<file path="src/dbg_cmd_pkg.sv">
// Package of constants and types shared by the serial debug command unit.
package dbg_cmd_pkg;

  // ****************************************************************
  // Internal register select codes
  // ****************************************************************
  localparam logic [3:0] SEL_HOLD_N0  = 4'h0;
  localparam logic [3:0] SEL_HOLD_N3  = 4'h3;
  localparam logic [3:0] SEL_ADDR_N0  = 4'h4;
  localparam logic [3:0] SEL_ADDR_N3  = 4'h7;
  localparam logic [3:0] SEL_COMMAND  = 4'h8;
  localparam logic [3:0] SEL_MODE     = 4'h9;

  // ****************************************************************
  // Command codes
  // ****************************************************************
  localparam logic [3:0] CMD_PORT_WR   = 4'h0;
  localparam logic [3:0] CMD_FLASH_WR  = 4'h1;
  localparam logic [3:0] CMD_PORT_RD   = 4'h2;
  localparam logic [3:0] CMD_FLASH_RD  = 4'h3;
  localparam logic [3:0] CMD_ACC_RD    = 4'h4;
  localparam logic [3:0] CMD_PCMEM_RD  = 4'h5;
  localparam logic [3:0] CMD_PC_RD     = 4'h6;
  localparam logic [3:0] CMD_HALT      = 4'h7;
  localparam logic [3:0] CMD_START     = 4'h8;
  localparam logic [3:0] CMD_STEP      = 4'h9;
  localparam logic [3:0] CMD_PC_ZERO   = 4'hA;
  localparam logic [3:0] CMD_MOD_RESET = 4'hB;
  localparam logic [3:0] CMD_NOP       = 4'hC;
  localparam logic [3:0] CMD_PAGE_ERASE = 4'hD;
  localparam logic [3:0] CMD_PART_ERASE = 4'hE;
  localparam logic [3:0] CMD_AUX_SEL   = 4'hF;

  // ****************************************************************
  // Interface modes, field positions and reset values
  // ****************************************************************
  localparam logic [3:0]  MODE_FOUR_WIRE  = 4'h0;
  localparam logic [3:0]  MODE_THREE_WIRE = 4'h1;
  localparam int          FLASH_ADDR_MSB  = 11;
  localparam int          PAGE_LSB        = 6;
  localparam logic [15:0] HOLD_RESET      = 16'h0000;
  localparam logic [15:0] ADDR_RESET      = 16'h0000;
  localparam logic [3:0]  CMD_RESET       = 4'hC;
  localparam logic [3:0]  MODE_RESET      = 4'h0;

  typedef enum logic [2:0] {ST_IDLE, ST_PORT_WAIT, ST_FLASH_WAIT, ST_STEP} exec_state_t;

endpackage : dbg_cmd_pkg

</file>
<file path="src/nibble_write_decoder.sv">
// Nibble write decoder that steers one data nibble into the internal registers.
`timescale 1ns/1ps
module nibble_write_decoder (
  input  wire logic        mclk_in,       // System clock.
  input  wire logic        rst_n_in,      // Asynchronous reset, active low.
  input  wire logic        clk_en_in,     // Clock enable.
  input  wire logic        wr_in,         // One-cycle nibble write strobe.
  input  wire logic [3:0]  sel_in,        // Internal select address.
  input  wire logic [3:0]  nibble_in,     // Nibble to write.
  input  wire logic        hold_ld_in,    // Command load of the holding register.
  input  wire logic [15:0] hold_val_in,   // Value for the command load.
  input  wire logic        hold_lo_in,    // Command load touches the low byte only.
  output logic      [15:0] hold_out,      // Data holding register.
  output logic      [15:0] addr_out,      // Port and flash address register.
  output logic      [3:0]  cmd_out,       // Command register.
  output logic      [3:0]  mode_out,      // Interface mode register.
  output logic             cmd_go_out     // Pulse after a command write.
);

  // ****************************************************************
  // Holding and address nibbles
  // ****************************************************************
  genvar n;
  generate
    for (n = 0; n < 4; n++) begin : g_nib
      always_ff @(posedge mclk_in or negedge rst_n_in) begin
        if (!rst_n_in) begin
          hold_out[4*n +: 4] <= dbg_cmd_pkg::HOLD_RESET[4*n +: 4];
          addr_out[4*n +: 4] <= dbg_cmd_pkg::ADDR_RESET[4*n +: 4];
        end else if (clk_en_in) begin
          if (hold_ld_in && (!hold_lo_in || n < 2)) begin
            hold_out[4*n +: 4] <= hold_val_in[4*n +: 4];
          end else if (wr_in && sel_in == 4'(dbg_cmd_pkg::SEL_HOLD_N0 + n)) begin
            hold_out[4*n +: 4] <= nibble_in;
          end
          if (wr_in && sel_in == 4'(dbg_cmd_pkg::SEL_ADDR_N0 + n)) begin
            addr_out[4*n +: 4] <= nibble_in;
          end
        end
      end
    end
  endgenerate

  // ****************************************************************
  // Command and mode registers
  // ****************************************************************
  always_ff @(posedge mclk_in or negedge rst_n_in) begin
    if (!rst_n_in) begin
      cmd_out    <= dbg_cmd_pkg::CMD_RESET;
      mode_out   <= dbg_cmd_pkg::MODE_RESET;
      cmd_go_out <= 1'b0;
    end else if (clk_en_in) begin
      cmd_go_out <= wr_in && sel_in == dbg_cmd_pkg::SEL_COMMAND;
      if (wr_in && sel_in == dbg_cmd_pkg::SEL_COMMAND) begin
        cmd_out <= nibble_in;
      end
      // Codes above the mode select fall through and change nothing.
      if (wr_in && sel_in == dbg_cmd_pkg::SEL_MODE) begin
        mode_out <= nibble_in;
      end
    end
  end

endmodule : nibble_write_decoder

</file>
<file path="src/serial_debug_command_unit.sv">
// Command unit that runs debug commands against the CPU core and flash controller.
`timescale 1ns/1ps
module serial_debug_command_unit (
  input  wire logic        mclk_in,             // System clock, 200 MHz.
  input  wire logic        rst_n_in,            // Asynchronous reset, active low.
  input  wire logic        clk_en_in,           // Clock enable; low freezes all state.
  input  wire logic        nibble_wr_in,        // One-cycle nibble write from the framer.
  input  wire logic [3:0]  internal_select_address_in,  // Internal register select.
  input  wire logic [3:0]  internal_select_nibble_in,   // Nibble data to write.
  input  wire logic        flash_write_power_enable_in, // Flash write enable bit, level.
  input  wire logic        cpu_port_busy_in,    // CPU uses the ports this cycle.
  input  wire logic [15:0] port_rdata_in,       // Data of the addressed port.
  input  wire logic [15:0] acc_in,              // CPU accumulator.
  input  wire logic [15:0] program_counter_in,  // CPU program counter.
  input  wire logic        flash_done_in,       // Flash controller finished.
  input  wire logic [7:0]  flash_rdata_in,      // Flash read byte.
  output logic      [15:0] data_holding_out,    // Holding register, readable by host.
  output logic      [3:0]  port_sel_out,        // Port index.
  output logic      [15:0] port_wdata_out,      // Port write data.
  output logic             port_wr_out,         // Port write pulse.
  output logic             cpu_halt_out,        // CPU halted level.
  output logic             cpu_step_out,        // One-cycle CPU enable while halted.
  output logic             pc_clear_out,        // Program counter clear pulse.
  output logic             module_reset_out,    // Peripheral, flash and D/E/F reset pulse.
  output logic             flash_req_out,       // Flash request pulse.
  output logic      [1:0]  flash_op_out,        // 0 read, 1 write, 2 page erase, 3 part erase.
  output logic      [11:0] flash_addr_out,      // Flash byte address.
  output logic      [7:0]  flash_wdata_out,     // Flash write byte.
  output logic             aux_flash_partition_out, // High selects the auxiliary partition.
  output logic             three_wire_out       // High for three-wire serial mode.
);

  // ****************************************************************
  // Internal registers
  // ****************************************************************
  logic [15:0] hold;
  logic [15:0] addr;
  logic [3:0]  cmd;
  logic [3:0]  mode;
  logic        cmd_go;
  logic        hold_ld;
  logic [15:0] hold_val;
  logic        hold_lo;
  logic        fl_pc;
  dbg_cmd_pkg::exec_state_t state;

  nibble_write_decoder u_dec (
    .mclk_in     (mclk_in),
    .rst_n_in    (rst_n_in),
    .clk_en_in   (clk_en_in),
    .wr_in       (nibble_wr_in),
    .sel_in      (internal_select_address_in),
    .nibble_in   (internal_select_nibble_in),
    .hold_ld_in  (hold_ld),
    .hold_val_in (hold_val),
    .hold_lo_in  (hold_lo),
    .hold_out    (hold),
    .addr_out    (addr),
    .cmd_out     (cmd),
    .mode_out    (mode),
    .cmd_go_out  (cmd_go)
  );

  // ****************************************************************
  // Command execution
  // ****************************************************************
  // Port commands wait while the CPU owns the ports, since the CPU wins any clash.
  always_ff @(posedge mclk_in or negedge rst_n_in) begin
    if (!rst_n_in) begin
      state            <= dbg_cmd_pkg::ST_IDLE;
      cpu_halt_out     <= 1'b0;
      cpu_step_out     <= 1'b0;
      pc_clear_out     <= 1'b0;
      module_reset_out <= 1'b0;
      port_wr_out      <= 1'b0;
      flash_req_out    <= 1'b0;
      flash_op_out     <= 2'h0;
      aux_flash_partition_out <= 1'b0;
      hold_ld          <= 1'b0;
      hold_val         <= 16'h0000;
      hold_lo          <= 1'b0;
      fl_pc            <= 1'b0;
    end else if (clk_en_in) begin
      cpu_step_out     <= 1'b0;
      pc_clear_out     <= 1'b0;
      module_reset_out <= 1'b0;
      port_wr_out      <= 1'b0;
      flash_req_out    <= 1'b0;
      hold_ld          <= 1'b0;
      case (state)
        dbg_cmd_pkg::ST_IDLE: begin
          if (cmd_go) begin
            case (cmd)
              dbg_cmd_pkg::CMD_PORT_WR, dbg_cmd_pkg::CMD_PORT_RD:
                state <= dbg_cmd_pkg::ST_PORT_WAIT;
              dbg_cmd_pkg::CMD_FLASH_WR: begin
                if (flash_write_power_enable_in) begin
                  flash_req_out <= 1'b1;
                  flash_op_out  <= 2'h1;
                  fl_pc         <= 1'b0;
                  state         <= dbg_cmd_pkg::ST_FLASH_WAIT;
                end
              end
              dbg_cmd_pkg::CMD_FLASH_RD, dbg_cmd_pkg::CMD_PCMEM_RD: begin
                if (cpu_halt_out) begin
                  flash_req_out <= 1'b1;
                  flash_op_out  <= 2'h0;
                  fl_pc         <= cmd == dbg_cmd_pkg::CMD_PCMEM_RD;
                  state         <= dbg_cmd_pkg::ST_FLASH_WAIT;
                end
              end
              dbg_cmd_pkg::CMD_ACC_RD: begin
                hold_ld  <= cpu_halt_out;
                hold_val <= acc_in;
                hold_lo  <= 1'b0;
              end
              dbg_cmd_pkg::CMD_PC_RD: begin
                hold_ld  <= cpu_halt_out;
                hold_val <= program_counter_in;
                hold_lo  <= 1'b0;
              end
              dbg_cmd_pkg::CMD_HALT: begin
                cpu_halt_out            <= 1'b1;
                aux_flash_partition_out <= 1'b0;
              end
              dbg_cmd_pkg::CMD_START: begin
                if (cpu_halt_out) cpu_halt_out <= 1'b0;
              end
              dbg_cmd_pkg::CMD_STEP: begin
                if (cpu_halt_out) begin
                  cpu_step_out <= 1'b1;
                  state        <= dbg_cmd_pkg::ST_STEP;
                end
              end
              dbg_cmd_pkg::CMD_PC_ZERO: pc_clear_out <= cpu_halt_out;
              dbg_cmd_pkg::CMD_MOD_RESET: module_reset_out <= cpu_halt_out;
              dbg_cmd_pkg::CMD_PAGE_ERASE, dbg_cmd_pkg::CMD_PART_ERASE: begin
                if (cpu_halt_out) begin
                  flash_req_out <= 1'b1;
                  flash_op_out  <= (cmd == dbg_cmd_pkg::CMD_PAGE_ERASE) ? 2'h2 : 2'h3;
                  fl_pc         <= 1'b0;
                  state         <= dbg_cmd_pkg::ST_FLASH_WAIT;
                end
              end
              dbg_cmd_pkg::CMD_AUX_SEL: aux_flash_partition_out <= 1'b1;
              default: ;
            endcase
          end
        end
        dbg_cmd_pkg::ST_PORT_WAIT: begin
          if (!cpu_port_busy_in) begin
            if (cmd == dbg_cmd_pkg::CMD_PORT_WR) begin
              port_wr_out <= 1'b1;
            end else begin
              hold_ld  <= 1'b1;
              hold_val <= port_rdata_in;
              hold_lo  <= 1'b0;
            end
            state <= dbg_cmd_pkg::ST_IDLE;
          end
        end
        dbg_cmd_pkg::ST_FLASH_WAIT: begin
          if (flash_done_in) begin
            if (flash_op_out == 2'h0) begin
              hold_ld  <= 1'b1;
              hold_val <= {8'h00, flash_rdata_in};
              hold_lo  <= 1'b1;
            end
            state <= dbg_cmd_pkg::ST_IDLE;
          end
        end
        dbg_cmd_pkg::ST_STEP: state <= dbg_cmd_pkg::ST_IDLE;
        default: state <= dbg_cmd_pkg::ST_IDLE;
      endcase
    end
  end

  // ****************************************************************
  // Registered outputs
  // ****************************************************************
  always_ff @(posedge mclk_in or negedge rst_n_in) begin
    if (!rst_n_in) begin
      data_holding_out <= dbg_cmd_pkg::HOLD_RESET;
      port_sel_out     <= 4'h0;
      port_wdata_out   <= 16'h0000;
      flash_addr_out   <= 12'h000;
      flash_wdata_out  <= 8'h00;
      three_wire_out   <= 1'b0;
    end else if (clk_en_in) begin
      data_holding_out <= hold;
      port_sel_out     <= addr[3:0];
      port_wdata_out   <= hold;
      flash_wdata_out  <= hold[7:0];
      if (fl_pc) begin
        flash_addr_out <= program_counter_in[dbg_cmd_pkg::FLASH_ADDR_MSB:0];
      end else if (flash_op_out == 2'h2) begin
        flash_addr_out <= {addr[dbg_cmd_pkg::FLASH_ADDR_MSB:dbg_cmd_pkg::PAGE_LSB],
                           6'h00};
      end else begin
        flash_addr_out <= addr[dbg_cmd_pkg::FLASH_ADDR_MSB:0];
      end
      // Unused mode codes keep the four-wire pinout, the safe default.
      three_wire_out <= (mode == dbg_cmd_pkg::MODE_THREE_WIRE);
    end
  end

endmodule : serial_debug_command_unit

</file>
<file path="config.mk">
export PLATFORM = sky130hd
export DESIGN_NAME = serial_debug_command_unit
export DESIGN_NICKNAME = d
export VERILOG_FILES = /design/src/dbg_cmd_pkg.sv /design/src/nibble_write_decoder.sv /design/src/serial_debug_command_unit.sv
export SDC_FILE = /design/constraint.sdc
export NUM_CORES = 1
export LEC_CHECK = 0
export ABC_CLOCK_PERIOD_IN_PS = 2100
export BUFFER_PORTS_ARGS = -buffer_cell sky130_fd_sc_hd__buf_2
export CAP_MARGIN = 20
export CORE_MARGIN = 5
export CORE_UTILIZATION = 50
export CTS_CLUSTER_SIZE = 20
export DETAILED_ROUTE_END_ITERATION = 10
export GPL_ROUTABILITY_DRIVEN = 1
export HOLD_SLACK_MARGIN = 0.1
export PLACE_DENSITY = 0.82
export SLEW_MARGIN = 20
export SYNTH_ARGS = -nofsm -noshare
export SYNTH_HDL_FRONTEND = slang
export SYNTH_SLANG_ARGS = --single-unit
</file>
<file path="constraint.sdc">
create_clock -name mclk_in -period 2.1 [get_ports mclk_in]
set_input_delay 0.42 -clock mclk_in [delete_from_list [all_inputs] [get_ports mclk_in]]
set_output_delay 0.42 -clock mclk_in [all_outputs]
set_load 0.02 [all_outputs]
</file>
==> results by group <==
Clock tree
  – # H-tree levels: 3
  – CTS clk-pin slew, worst paths: roughly 110 ps
  – TritonCTS Buffers: 9
  – Clk buf depth: 2
  – Post_cts resized: 0
  – # clock sinks: 100
  – Clk_lat worst skew: 370 ps
  – CTS tree: done
  – Root Buffer Master: clkbuf_8

Global route
  – Number of global-route vias before repair: 3855
  – Total GRT Usage: 20.23%
  – First-pass GRT wire length: 20290 microns
  – Largest net degree at the start of global routing: 43
  – Gr ovfl total: 0
  – Initial antenna violation count: 0

Route
  – Max layer used: met4
  – Routed wire length on met3: 715 microns
  – DRC: 0
  – WL met1: 5428 microns
  – Post-detailed-route wirelength per cell: 17.47 microns
  – Met2 wire length: roughly 6100 microns
  – Post-DRT Antenna Nets: 0
  – DR vias: 3839
  – Final wirelength: 12490 microns
  – Via/cell ratio: 5.369
  – Total iterations of the first detailed-routing run: 4
  – DRT iter0 DRCs: 201

Power
  – Peak supply drop: 559.3 uV
  – Pleak: 0.002914 uW
  – Final total power: 7540 uW
  – Pwr Density: 1236 mW/mm^2

Run
  – Max-Cap Viols: 0

Critical path
  – Source of the critical timing path: state[1]$_DFFE_PN0P_
  – Startpoint types: register
  – R2R Path End: hold_val[4]$_DFFE_PN0P_
  – Arrival @ worst endpoint: 2240 ps
  – R2R depth: 7
  – Reg2reg setup slack: about 120 ps
  – Worst Path Required: 2360 ps
  – R2R Path Start: state[1]$_DFFE_PN0P_
  – Crit. End Element: register
  – Setup CP Type: reg -> reg
  – Crit path max fanout: 16
  – Critical path capture point: hold_val[4]$_DFFE_PN0P_

Yosys
  – Mapped Cells: 453
  – Top cells by area, synth: dfrtp_1 (48%), mux2_2 (16%), mux2i_1 (4.7%)
  – Primary FF master, synth: dfrtp_1
  – Syn avg cell area: 11.37 sq um
  – Synthesis-stage register bit count: 100
  – Post-Syn Area: 0.005151 sq mm
  – Top-area cell type share of the netlist area: 47.61%
  – EDFF count, synth: 0
  – Sequential area share after synthesis: 48.63%
  – Post-Syn Nets: 528
  – Post-synth ARST share: 100.0%
  – Ys Warns: 0
  – Netlist cell types: 52
  – Synth area leader: dfrtp_1

Min path
  – Worst min path class: in -> reg

Die
  – Core area: 0.01018 sq mm
  – Die Height: 111.5 microns
  – Ports: 137
  – Die Area: 0.01243 sq mm
  – FP Rows: 37
  – Starting Density: roughly half
  – Die width: 111.5 microns

Final layout
  – Syn-to-layout area delta: 18.41%
  – Fill count: 880
  – Footprint of the multi-input gates: 0.002271 sq mm
  – Layout cells sized above 1: 45.60%
  – Final nets: 649
  – FF/Latch Area: 0.002505 sq mm
  – Antenna fix cells: 0

Placement
  – DP HPWL: 9617 microns
  – GPL Wtd Cong: between 0.8 and 0.9
  – I/O Buffers: 136

Timing
  – Final hold viol count: 0
  – Unrepaired setup endpoints after global routing: no
  – Fin Setup TNS: 0 ps
  – Rel. slew slack: 65.93%
  – Final clock skew: 11.36 ps
  – Tmin final: ~2000 ps
  – Worst-Margin Slew: 511.0 ps
  – Maximum clock rate: 505.2 MHz
  – Tcrit/Tclk final: between 90% and 100%
  – Final Slew Violations: 0
  – Setup Viol. Count Final: 0

Status
  – Status: completed
cells in the final DEF (no fill, tap or decap), drive strengths merged, types with 2 or more instances in the layout:
cell / instances
mux2: 85
nand2: 44
buf: 157
dfrtp: 98
clkbuf: 10
inv: 20
clkinv: 2
nand4: 2
o21ai: 27
nor3: 5
nand4b: 3
ha: 4
or2: 2
nand3: 4
a21oi: 19
o22ai: 6
nand2b: 5
mux2i: 24
o211ai: 2
a22o: 8
nor2b: 3
dfstp: 2
a22oi: 6
nor2: 19
nor3b: 4
critical path, cell delays in order (launching register included):
cell and delay (ps):
dfrtp_1 410, inv_1 110, ha_1 290, inv_1 100, o2111a_1 290, nand4b_4 130
buf_12 170, mux2_2 350
through the flow:
step | utilization [%] | setup slack (ps) | instance area (sq um) | std cells | hold slack [ps]
final | 59.89 | 120.5 | 6100 | 715 | 374.7
after global routing | 59.89 | 30.50 | 6100 | 715 | 375.1
after CTS | 59.62 | 74.21 | 6072 | 713 | 361.8
after detailed placement | 57.54 | 98.58 | 5861 | 696 | 383.2
after global placement | 57.54 | 141.0 | 5861 | 696 | 371.9
after floorplan | - | 303.7 | 5151 | 453 | 124.4
state kept, by name, summed over array words and instances (netlist names), 2 cells and up:
signal and cells:
state 2, port_sel_out 4, u_dec.cmd_out 4, flash_addr_out 12, port_wdata_out 16, hold_val 16
flash_op_out 2, u_dec.mode_out 4, u_dec.addr_out 12, u_dec.hold_out 16
power by group:
group	internal [uW]	switching, uW
Sequential	2550	418
Combinational	1550	1790
Clock	496	736
Total	4590	2950
cell usage after synthesis, types with 5 or more instances:
master     n
o21ai_1   12
a22o_1     8
mux2i_1   24
mux2_2    72
dfrtp_1   98
a21oi_1   18
nor3_1     5
buf_2      6
clkbuf_1  11
buf_4     25
nor2_1    18
mux2_4    10
inv_1     17
nand2_1   44
o22ai_1    5
a22oi_1    6
o21ai_0   15
layer usage:
layer  global-route usage [%]  up-vias
li1                         -     1818
met1                    26.59     1882
met4                    6.164        0
met3                    4.674       18
met2                    33.53      121
met5                        0        -
how the worst min path moves through the flow:
stage	startpoint	end	slack (ps)	cells after the start
floorplan	rst_n_in	aux_flash_partition_out$_DFFE_PN0P_	120	0
global placement	rst_n_in	flash_op_out[1]$_DFFE_PN0P_	370	1
detailed placement	rst_n_in	flash_req_out$_DFFE_PN0P_	380	1
CTS	cpu_port_busy_in	port_wr_out$_DFFE_PN0P_	360	3
global route	cpu_port_busy_in	port_wr_out$_DFFE_PN0P_	380	3
finish	cpu_port_busy_in	port_wr_out$_DFFE_PN0P_	370	3
timing repair:
item / CTS / global route
endpoints found under the hold margin: 27 / 0
setup buffers: 0 / 2
endpoints found under the setup margin: 0 / 17
hold buffers: 1 / 0
final cells by class:
class / instances / area share, %
clock buffers: 10 / 2.256
clock inverters: 6 / 1.046
inverters: 17 / 1.046
multi-input cells: 288 / 37.23
flip-flops and latches: 100 / 41.07
well taps: 136 / 2.790
repair buffers: 158 / 14.56
cell families (layout without fill, tap and decap cells):
| logic type | Yosys count | count (layout) | share of synthesized area, % |
|---|---|---|---|
| buffers and inverters | 65 | 191 | 7.287 |
| DFF | 100 | 100 | 48.63 |
| and+or+nand+nor | 100 | 100 | 10.08 |
| muxes | 109 | 109 | 23.97 |
| adders and majority gates | 4 | 4 | 0.9716 |
| AOI/OAI and AO/OA | 75 | 75 | 9.060 |
Note: power is estimated with default switching activity, not from simulation.
